### src/hw/tspwm_pkg.sv
// Constants, field layouts and carrier types of the timer-shared PWM channel block
package tspwm_pkg;

  localparam int ADDR_W = 8;
  localparam int DATA_W = 8;
  localparam int CNT_W = 8;
  localparam int DUTY_W = 10;
  localparam int PRE_W = 8;
  localparam int SUB_W = 2;

  // Register offsets; channel registers repeat at a fixed stride
  localparam logic [7:0] OFS_PERIOD = 8'h00;
  localparam logic [7:0] OFS_TCTRL = 8'h01;
  localparam logic [7:0] OFS_COUNT = 8'h02;
  localparam logic [7:0] OFS_CH_BASE = 8'h04;
  localparam logic [7:0] CH_STRIDE = 8'h04;
  localparam logic [7:0] OFS_DLOW = 8'h00;
  localparam logic [7:0] OFS_DHIGH = 8'h01;
  localparam logic [7:0] OFS_CCTRL = 8'h02;

  // Field positions
  localparam int DLOW_MSB = 7;
  localparam int DLOW_LSB = 6;
  localparam int CC_EN_BIT = 7;
  localparam int CC_OUT_BIT = 5;
  localparam int CC_INV_BIT = 4;

  // Reset values
  localparam logic [7:0] PERIOD_RST = 8'hFF;
  localparam logic [7:0] TCTRL_RST = 8'h00;
  localparam logic [9:0] DUTY_RST = 10'h000;

  // Prescale select codes and their wrap values
  localparam logic [1:0] PS_1 = 2'h0;
  localparam logic [1:0] PS_4 = 2'h1;
  localparam logic [1:0] PS_16 = 2'h2;
  localparam logic [1:0] PS_64 = 2'h3;
  localparam logic [7:0] PRE_MAX_1 = 8'h03;
  localparam logic [7:0] PRE_MAX_4 = 8'h0F;
  localparam logic [7:0] PRE_MAX_16 = 8'h3F;
  localparam logic [7:0] PRE_MAX_64 = 8'hFF;

  // Shared timer control byte, laid out bit for bit as the register
  typedef struct packed {
    logic on;
    logic clk_alt;
    logic [1:0] prescale;
    logic [3:0] postscale;
  } tspwm_tctrl_t;

  // Per-channel control bits
  typedef struct packed {
    logic enable;
    logic invert;
  } tspwm_cctrl_t;

endpackage : tspwm_pkg

### src/hw/tspwm_channel.sv
// Shared-timer PWM block: time base, register port and one waveform per channel
//
// Added by the designer: the plain strobed port and the address map.
`timescale 1ns/1ns
module tspwm_channel #(
  parameter int NUM_CH = 2
) (
  input wire logic clock_i,
  input wire logic sys_rst_i,
  input wire logic [tspwm_pkg::ADDR_W-1:0] addr_i,
  input wire logic [tspwm_pkg::DATA_W-1:0] wr_data_i,
  input wire logic wr_i,
  input wire logic rd_i,
  output logic [tspwm_pkg::DATA_W-1:0] rd_data_o,
  input wire logic sleep_i,
  output logic [NUM_CH-1:0] pwm_o
);

  // Shared timer state
  logic [7:0] period_limit;
  logic [7:0] next_period_limit;
  tspwm_pkg::tspwm_tctrl_t shared_timer_control;
  tspwm_pkg::tspwm_tctrl_t next_shared_timer_control;
  logic [tspwm_pkg::CNT_W-1:0] timebase_count;
  logic [tspwm_pkg::CNT_W-1:0] next_timebase_count;
  logic [tspwm_pkg::PRE_W-1:0] pre;
  logic [tspwm_pkg::PRE_W-1:0] next_pre;
  logic [tspwm_pkg::PRE_W-1:0] pre_max;
  logic [tspwm_pkg::SUB_W-1:0] next_sub;
  logic [tspwm_pkg::DUTY_W-1:0] next_time_base;
  logic [tspwm_pkg::DUTY_W-1:0] period_top;
  logic sleep_s1;
  logic sleep_s2;
  logic run;
  logic tick;
  logic at_limit;
  logic restart;

  // Read port state
  logic [tspwm_pkg::DATA_W-1:0] next_rd_data;

  // Per-channel views for the read mux
  logic [1:0] duty_low [NUM_CH];
  logic [7:0] duty_high [NUM_CH];
  tspwm_pkg::tspwm_cctrl_t channel_control [NUM_CH];

  // Byte address of a channel register
  function automatic logic [7:0] ch_addr(input int ch, input logic [7:0] ofs);
    logic [7:0] base;
    base = 8'(tspwm_pkg::OFS_CH_BASE + ch * tspwm_pkg::CH_STRIDE);
    return 8'(base + ofs);
  endfunction : ch_addr

  // Sleep arrives from outside this clock domain, so two flops first
  always_ff @(posedge clock_i)
  begin
    if (sys_rst_i)
    begin
      sleep_s1 <= 1'b0;
      sleep_s2 <= 1'b0;
    end
    else
    begin
      sleep_s1 <= sleep_i;
      sleep_s2 <= sleep_s1;
    end
  end

  // Prescaler wrap for the selected ratio
  always_comb
  begin
    case (shared_timer_control.prescale)
      tspwm_pkg::PS_1:
      begin
        pre_max = tspwm_pkg::PRE_MAX_1;
      end
      tspwm_pkg::PS_4:
      begin
        pre_max = tspwm_pkg::PRE_MAX_4;
      end
      tspwm_pkg::PS_16:
      begin
        pre_max = tspwm_pkg::PRE_MAX_16;
      end
      default:
      begin
        pre_max = tspwm_pkg::PRE_MAX_64;
      end
    endcase
  end

  // Sub-count bits of the time base that stands after this edge; comparing
  // against the coming time base lets the output fall in the very cycle of
  // the match, so the pulse lasts duty steps and not one clock more
  always_comb
  begin
    case (shared_timer_control.prescale)
      tspwm_pkg::PS_1:
      begin
        next_sub = next_pre[1:0];
      end
      tspwm_pkg::PS_4:
      begin
        next_sub = next_pre[3:2];
      end
      tspwm_pkg::PS_16:
      begin
        next_sub = next_pre[5:4];
      end
      default:
      begin
        next_sub = next_pre[7:6];
      end
    endcase
  end

  // The timer only counts on the system clock/4 source and outside sleep;
  // the postscaler field is stored but never reaches the period
  assign run = shared_timer_control.on & ~shared_timer_control.clk_alt & ~sleep_s2;
  assign tick = run & (pre == pre_max);
  assign at_limit = (timebase_count == period_limit);
  assign restart = tick & at_limit;
  assign next_time_base = {next_timebase_count, next_sub};
  assign period_top = {period_limit, 2'h3};

  // Shared timer next state and register writes
  always_comb
  begin
    next_period_limit = period_limit;
    next_shared_timer_control = shared_timer_control;
    next_pre = pre;
    next_timebase_count = timebase_count;
    if (wr_i && addr_i == tspwm_pkg::OFS_PERIOD)
    begin
      next_period_limit = wr_data_i;
    end
    if (wr_i && addr_i == tspwm_pkg::OFS_TCTRL)
    begin
      next_shared_timer_control = tspwm_pkg::tspwm_tctrl_t'(wr_data_i);
    end
    if (run)
    begin
      next_pre = (pre == pre_max) ? '0 : 8'(pre + 8'h01);
    end
    if (tick)
    begin
      // Count clears on the increment after it equals the limit
      next_timebase_count = at_limit ? '0 : 8'(timebase_count + 8'h01);
    end
  end

  always_ff @(posedge clock_i)
  begin
    if (sys_rst_i)
    begin
      period_limit <= tspwm_pkg::PERIOD_RST;
      shared_timer_control <= tspwm_pkg::TCTRL_RST;
      pre <= '0;
      timebase_count <= '0;
    end
    else
    begin
      period_limit <= next_period_limit;
      shared_timer_control <= next_shared_timer_control;
      pre <= next_pre;
      timebase_count <= next_timebase_count;
    end
  end

  // One waveform generator per channel, all on the shared time base
  genvar gc;
  generate
    for (gc = 0; gc < NUM_CH; gc = gc + 1)
    begin : g_ch
      localparam logic [7:0] A_DLOW = ch_addr(gc, tspwm_pkg::OFS_DLOW);
      localparam logic [7:0] A_DHIGH = ch_addr(gc, tspwm_pkg::OFS_DHIGH);
      localparam logic [7:0] A_CCTRL = ch_addr(gc, tspwm_pkg::OFS_CCTRL);
      logic [1:0] dl;
      logic [1:0] next_dl;
      logic [7:0] dh;
      logic [7:0] next_dh;
      tspwm_pkg::tspwm_cctrl_t cc;
      tspwm_pkg::tspwm_cctrl_t next_cc;
      logic [tspwm_pkg::DUTY_W-1:0] duty_buf;
      logic [tspwm_pkg::DUTY_W-1:0] next_duty_buf;
      logic [tspwm_pkg::DUTY_W-1:0] duty_value;
      logic wave;
      logic next_wave;
      logic out;
      logic next_out;
      logic full;

      // Software view: high byte is the MSBs, low byte bits 7:6 the LSBs
      assign duty_value = {dh, dl};
      // A buffered duty past the last time base step can never match
      assign full = (duty_buf > period_top);

      always_comb
      begin
        next_dl = dl;
        next_dh = dh;
        next_cc = cc;
        next_duty_buf = duty_buf;
        next_wave = wave;
        // Duty writes land only in the shadow fields, never in the compare path; invert writes take effect at once, a cleared enable one clock later
        if (wr_i && addr_i == A_DLOW)
        begin
          next_dl = wr_data_i[tspwm_pkg::DLOW_MSB:tspwm_pkg::DLOW_LSB];
        end
        if (wr_i && addr_i == A_DHIGH)
        begin
          next_dh = wr_data_i;
        end
        if (wr_i && addr_i == A_CCTRL)
        begin
          next_cc.enable = wr_data_i[tspwm_pkg::CC_EN_BIT];
          next_cc.invert = wr_data_i[tspwm_pkg::CC_INV_BIT];
        end
        if (!cc.enable)
        begin
          next_wave = 1'b0;
        end
        else if (restart)
        begin
          // Latch the pair and start a new period together
          next_duty_buf = duty_value;
          next_wave = (duty_value != '0);
        end
        else if (run && next_time_base == duty_buf && !full)
        begin
          next_wave = 1'b0;
        end
        next_out = next_wave ^ next_cc.invert;
      end

      always_ff @(posedge clock_i)
      begin
        if (sys_rst_i)
        begin
          dl <= tspwm_pkg::DUTY_RST[1:0];
          dh <= tspwm_pkg::DUTY_RST[9:2];
          cc <= '0;
          duty_buf <= tspwm_pkg::DUTY_RST;
          wave <= 1'b0;
          out <= 1'b0;
        end
        else
        begin
          dl <= next_dl;
          dh <= next_dh;
          cc <= next_cc;
          duty_buf <= next_duty_buf;
          wave <= next_wave;
          out <= next_out;
        end
      end

      assign pwm_o[gc] = out;
      assign duty_low[gc] = dl;
      assign duty_high[gc] = dh;
      assign channel_control[gc] = cc;
    end
  endgenerate

  // Read mux; unmapped addresses and idle cycles read as zero
  always_comb
  begin
    next_rd_data = '0;
    if (rd_i)
    begin
      if (addr_i == tspwm_pkg::OFS_PERIOD)
      begin
        next_rd_data = period_limit;
      end
      if (addr_i == tspwm_pkg::OFS_TCTRL)
      begin
        next_rd_data = shared_timer_control;
      end
      if (addr_i == tspwm_pkg::OFS_COUNT)
      begin
        next_rd_data = timebase_count;
      end
      for (int c = 0; c < NUM_CH; c++)
      begin
        if (addr_i == ch_addr(c, tspwm_pkg::OFS_DLOW))
        begin
          next_rd_data[tspwm_pkg::DLOW_MSB:tspwm_pkg::DLOW_LSB] = duty_low[c];
        end
        if (addr_i == ch_addr(c, tspwm_pkg::OFS_DHIGH))
        begin
          next_rd_data = duty_high[c];
        end
        if (addr_i == ch_addr(c, tspwm_pkg::OFS_CCTRL))
        begin
          next_rd_data[tspwm_pkg::CC_EN_BIT] = channel_control[c].enable;
          next_rd_data[tspwm_pkg::CC_OUT_BIT] = pwm_o[c];
          next_rd_data[tspwm_pkg::CC_INV_BIT] = channel_control[c].invert;
        end
      end
    end
  end

  always_ff @(posedge clock_i)
  begin
    if (sys_rst_i)
    begin
      rd_data_o <= '0;
    end
    else
    begin
      rd_data_o <= next_rd_data;
    end
  end

endmodule : tspwm_channel

### config.mk
export PLATFORM = sky130hd
export DESIGN_NAME = tspwm_channel
export DESIGN_NICKNAME = d
export VERILOG_FILES = /design/src/hw/tspwm_pkg.sv /design/src/hw/tspwm_channel.sv
export SDC_FILE = /design/constraint.sdc
export NUM_CORES = 1
export LEC_CHECK = 0
export BUFFER_PORTS_ARGS = -buffer_cell sky130_fd_sc_hd__buf_2
export CAP_MARGIN = 20
export CORE_ASPECT_RATIO = 2
export CORE_UTILIZATION = 62
export DETAILED_ROUTE_END_ITERATION = 8
export PLACE_DENSITY = 0.88
export SLEW_MARGIN = 20
export SYNTH_ARGS = -nofsm -noshare
export SYNTH_HDL_FRONTEND = slang
export SYNTH_SLANG_ARGS = --single-unit
export TNS_END_PERCENT = 5
### constraint.sdc
create_clock -name clock_i -period 3.97 [get_ports clock_i]
set_input_delay 0.794 -clock clock_i [delete_from_list [all_inputs] [get_ports clock_i]]
set_output_delay 0.794 -clock clock_i [all_outputs]
set_load 0.03 [all_outputs]
==> impl_metrics.json, run 1 <==
{
  "status": "finished, final reports clean",
  "clkTransAtPathRegs_ns": 0.07,
  "grtUsageTotal_pct": 43.4,
  "cp.required_ns": 4.26,
  "power.density_nw_per_um2": 313,
  "first_pass_iters": 7,
  "finalSetupViolCount": 0,
  "synth_area_per_cell_sq_um": 7.97,
  "yosysSeqAreaShare_pct": 33.1,
  "crit_path_end_kind": "flip-flop",
  "vias": 5672,
  "ys_ff_latch": 90,
  "maxSlewViolCount": 0,
  "p_leak_nw": 2.51,
  "row_count": 48,
  "drt_iter0_markers": 769,
  "cp_slowest_stage_delay_ns": 0.68,
  "clock_latency_ns": 0.35,
  "wl_um": 18400,
  "cp.arrival_ns": 3.77,
  "root_buffer": "clkbuf_16",
  "rsz0062_at_grt": "false",
  "cp_max_fo": 17,
  "cp-start-kind": "flip-flop",
  "ys.flop_type": "dfxtp_1",
  "crit_slowest_cell": "dfxtp_1",
  "clock_path_buffers": 2,
  "final_net_count": 728,
  "synth_edf_count": 0,
  "ir_drop_mv": 0.357,
  "grt_pass1_vias": 5458,
  "relSlewSlack_pct": 53.9,
  "port_buffers": 30,
  "grt_pass1_wl_um": 29100,
  "syn2layout_area_growth_pct": 8.23,
  "die_area_sq_um": 9180,
  "grt_start_max_net_pins": 64,
  "coreArea_sq_um": 8590,
  "layout_common_cells": "dfxtp_1 (90), nor2_1 (71), nand2_1 (68)",
  "post_drt_wl_per_cell_um": 23.2,
  "dpl.hpwl_um": 13400,
  "maxCapViolCount": 0,
  "cts_made_buffers": 9,
  "finalClockSkew_ns": 0.00906,
  "yosysWarnings": 0,
  "path_depth": 8,
  "post-cts-setup-buffers": 0,
  "post-route-period-util_pct": 87.6,
  "htree_levels": 3,
  "route.detailed.drc": 0,
  "start_util_pct": 63.3,
  "fillers": 680,
  "clock_sinks": 90,
  "max_clock_freq_mhz": 287,
  "crit_chain": "xor2_1 > nor4_4 > and2_1 > nor4_1 > or3_1 > a2111o_1 > or4_1 > nand3_1",
  "hold_viol": 0,
  "drtAntennaViolNets": 0,
  "worstHoldPathType": "flip-flop to flip-flop",
  "io_pins": 31,
  "min_path_cells": 1,
  "ys_types": 64,
  "pre_cts_ws_ns": 0.605,
  "gr-total-overflow": 0,
  "layout_commonest_cell": "dfxtp_1",
  "drive_above_1_share_pct": 9.94,
  "r2r_slack_ns": 0.49,
  "cts_tree": "done",
  "async_flop_share_pct": 0,
  "fp.dieH_um": 134,
  "syn_inst": 683,
  "r2r_cells": 8,
  "mappedNetlistArea_sq_um": 5440,
  "fin_ws_ns": 0.491,
  "cp_num_buf_inv": 0,
  "finalSetupTns_ns": 0,
  "gp_congestion": 1.01,
  "worstSetupPathType": "flip-flop to flip-flop",
  "die_x_um": 68.2,
  "antenna_cells": 0,
  "cts_resized": 0,
  "layout_min_cycle_time_ns": 3.48,
  "vias_per_cell": 7.14,
  "worst_pin_slew_ns": 0.692,
  "synth_nets": 722,
  "hold_buffers": 0,
  "critical_path.top_delay_family": "simple AND/OR/NAND/NOR gates",
  "antenna_found_initial": 0
}
[final cells by class]
class | count | area, sq um | share of cell area (%)
sequential | 90 | 1800 | 30.6
tap | 100 | 125 | 2.12
multi-input combinational | 526 | 3340 | 56.7
timing repair buffer | 43 | 248 | 4.21
inverter | 19 | 71.3 | 1.21
clock inverter | 7 | 76.3 | 1.30
clock buffer | 9 | 225 | 3.82
[per-stage QoR]
step	area, sq um	hold WS, ns	cells	power (mW)	utilization (%)
after floorplan	5440	0.414	683	0.962	-
after global placement	5590	0.418	778	0.990	65.0
after detailed placement	5590	0.456	778	0.991	65.0
after CTS	5890	0.468	794	1.83	68.6
after global routing	5890	0.497	794	1.88	68.6
final	5890	0.467	794	1.84	68.6
[path summary, 6_finish.rpt]
path	endpoint	startpoint
max	g_ch[1].out	timebase_count[5]
min	sleep_s2	sleep_s1
max reg2reg	g_ch[1].out	timebase_count[5]
min reg2reg	sleep_s2	sleep_s1
[report_power, final]
group | switching [mW] | internal (mW)
combinational | 0.0514 | 0.0182
sequential | 0.00152 | 0.903
clock | 0.422 | 0.448
total | 0.475 | 1.37
[registers in the layout, indices dropped and copies added (netlist names), 4 cells and up]
register              count
g_ch.duty_buf            20
g_ch.dh                  16
period_limit              8
pre                       8
rd_data_o                 8
shared_timer_control      8
timebase_count            8
channel_control           4
g_ch.dl                   4
[synth_stat cells, drive strengths merged (6+ instances only)]
master,n,area (sq um)
a211oi,6,45.0
a21oi,55,283
a22oi,11,82.6
a31oi,9,56.3
and3,8,50.1
buf,15,103
clkbuf,33,124
dfxtp,90,1800
ha,18,225
inv,19,71.3
mux2i,45,450
nand2,68,255
nand2b,8,50.1
nand3,44,220
nand4,8,50.1
nor2,71,267
nor2b,10,62.6
nor3,13,65.1
nor4,12,105
o211ai,14,105
o21ai,25,129
or3,12,75.1
xnor2,8,70.1
xor2,11,104
[logic make-up (layout without fill, tap and decap cells)]
| logic type | Yosys count | after routing | synth area share [%] |
|---|---|---|---|
| AOI/OAI and AO/OA | 162 | 162 | 19.5 |
| xor gates and xnor gates | 19 | 19 | 3.20 |
| adders and majority gates | 18 | 18 | 4.14 |
| muxes | 48 | 48 | 8.90 |
| and+or+nand+nor | 279 | 279 | 25.7 |
| buffers and inverters | 67 | 78 | 5.47 |
| DFF | 90 | 90 | 33.1 |
[per-layer routing]
metal  vias to the layer above  global-route usage (%)  part of all wire, %
met5                         -                       0                    0
met4                         0                    33.6                   10
met3                       150                    8.95                  7.9
met2                       386                    70.1                   49
met1                      2627                    47.4                   33
li1                       2509                       -                    -
Note: power is estimated with default switching activity, not from simulation.
==> inputs of run 2 (changes only) <==
--- a/config.mk
+++ b/config.mk
@@ -10,7 +10,8 @@
 export CORE_ASPECT_RATIO = 2
 export CORE_UTILIZATION = 62
 export DETAILED_ROUTE_END_ITERATION = 8
-export PLACE_DENSITY = 0.88
+export PLACE_DENSITY = 0.81
+export RECOVER_POWER = 100
 export SLEW_MARGIN = 20
 export SYNTH_ARGS = -nofsm -noshare
 export SYNTH_HDL_FRONTEND = slang
==> run 2 against run 1 <==
Net effect:
- the flow now finishes with violations (max-capacitance violations, max-slew violations)
- global-route usage is 1.7 points lower
- clock skew decreased by 0.0011 ns
- sequential power is essentially flat
- power is 1.9% higher
- critical path type is now input pin to flip-flop
- cell count increased by 0.50%
- flip-flop and latch count is the same
- design area is 0.23% higher
- count of clock-buffer cells in the layout unchanged
- first-iteration DRC count decreased by 21%
- highest routed layer unchanged
==> impl_metrics.json, run 2 (synthesis gave the netlist of run 1 again) <==
{
  "seqCellArea_sq_um": 1800,
  "layout_commonest_cell": "dfxtp_1",
  "first_pass_iters": 6,
  "largest_reg_flops": 20,
  "ir_drop_mv": 0.475,
  "post-cts-setup-buffers": 0,
  "syn2layout_area_growth_pct": 8.49,
  "dpl.hpwl_um": 13500,
  "worstHoldPathType": "flip-flop to flip-flop",
  "cp.arrival_ns": 3.68,
  "r2r_cells": 9,
  "r2r_slack_ns": 0.66,
  "drt_iter0_markers": 610,
  "min-delay-start": "sleep_s1",
  "multiInputGateArea_sq_um": 3330,
  "status": "complete, but fails checks",
  "coreArea_sq_um": 8590,
  "fp.dieH_um": 134,
  "vias": 5439,
  "wl_um": 18100,
  "hold_viol": 0,
  "worstSetupPathType": "input pin to flip-flop",
  "finalSetupViolCount": 0,
  "clkTransAtPathRegs_ns": 0.07,
  "grtUsageTotal_pct": 41.7,
  "gr-total-overflow": 0,
  "cts_resized": 0,
  "r2r-start": "pre[0]",
  "grt_start_max_net_pins": 64,
  "rsz0062_at_grt": "false",
  "highest_layer": "met4",
  "violations": "max-capacitance violations, max-slew violations",
  "fillers": 729,
  "final_core_util_pct": 68.7,
  "layout_min_cycle_time_ns": 3.46,
  "layout_common_cells": "dfxtp_1 (90), nor2_1 (71), nand2_1 (68)",
  "cts_tree": "done",
  "post_drt_wl_per_cell_um": 22.7,
  "power.density_nw_per_um2": 318,
  "root_buffer": "clkbuf_16",
  "fin_cells": 798,
  "final_net_count": 732,
  "grt_pass1_vias": 5205,
  "dp.cells": 782,
  "grt_pass1_wl_um": 27600,
  "drive_above_1_share_pct": 7.88,
  "antenna_found_initial": 0,
  "crit_path_end_kind": "flip-flop",
  "post-route-period-util_pct": 87.2,
  "relSlewSlack_pct": -91.9,
  "maxCapViolCount": 1,
  "met2_length_um": 9170,
  "routed-wl-met3_um": 1120,
  "start_util_pct": 63.3,
  "die_x_um": 68.2,
  "gp_congestion": 1.04,
  "vias_per_cell": 6.82,
  "wl_met1_um": 6320,
  "htree_levels": 3,
  "cp-start-kind": "input pin",
  "p_leak_nw": 2.49,
  "max_clock_freq_mhz": 289,
  "finalClockSkew_ns": 0.00799,
  "setup.worst_path.start": "sys_rst_i",
  "clock_sinks": 90,
  "top_register": "g_ch.duty_buf",
  "antenna_cells": 0,
  "cts_made_buffers": 9,
  "clock_path_buffers": 2,
  "row_count": 48,
  "clock_latency_ns": 0.35,
  "maxSlewViolCount": 64,
  "route.detailed.drc": 0,
  "min_path_cells": 1,
  "finalSetupTns_ns": 0,
  "hold_buffers": 0,
  "top_regs": "g_ch.duty_buf (20), g_ch.dh (16)",
  "port_buffers": 30,
  "drtAntennaViolNets": 0,
  "die_area_sq_um": 9180,
  "io_pins": 31,
  "cp.required_ns": 4.19,
  "worst_pin_slew_ns": 2.88,
  "cp_max_fo": 63
}
## run 2: cell count changes in the layout (fill, tap and decap cells not counted), moves of 3 or more
cell | previous run | this run
mux2_2 | 3 | 0
clkbuf_1 | 0 | 13
buf_2 | 30 | 20
mux2_1 | 0 | 3
## run 2: layout make-up
cell class              count  share of cell area [%]
flip-flops and latches     90                    30.5
well taps                 100                    2.12
inverters                  19                    1.21
multi-input cells         526                    56.4
repair buffers             47                    4.30
clock inverters             7                    1.61
clock buffers               9                    3.82
## run 2: worst paths after layout
path | end
worst max-delay path | g_ch[0].out
worst min-delay path | sleep_s2
worst max register to register | g_ch[1].out
worst min register to register | sleep_s2
## run 2: report_power, final
group	switching [mW]	internal, mW
clock network	0.401	0.507
registers	0.00144	0.904
logic	0.0490	0.0170
total	0.452	1.43
## run 2: worst max-delay path, cell delays in order
cell      delay [ns]
buf_2           0.09
clkbuf_1        2.03
nor2_1          0.32
a22oi_1         0.30
o211ai_1        0.12
## run 2: stage by stage
stage | hold slack [ns] | instance area [sq um] | setup slack (ns) | power (mW)
after detailed placement | 0.437 | 5620 | 0.777 | 0.991
after floorplan | 0.414 | 5440 | 1.14 | 0.962
after global placement | 0.422 | 5620 | 0.807 | 0.990
final | 0.448 | 5900 | 0.509 | 1.88
after global routing | 0.456 | 5900 | 0.394 | 1.92
after CTS | 0.454 | 5940 | 0.754 | 1.88
## run 2: per-layer routing
metal | track usage, % | vias up
li1 | - | 2513
met2 | 69.0 | 285
met5 | 0 | -
met4 | 32.8 | 0
met1 | 43.7 | 2547
met3 | 8.45 | 94
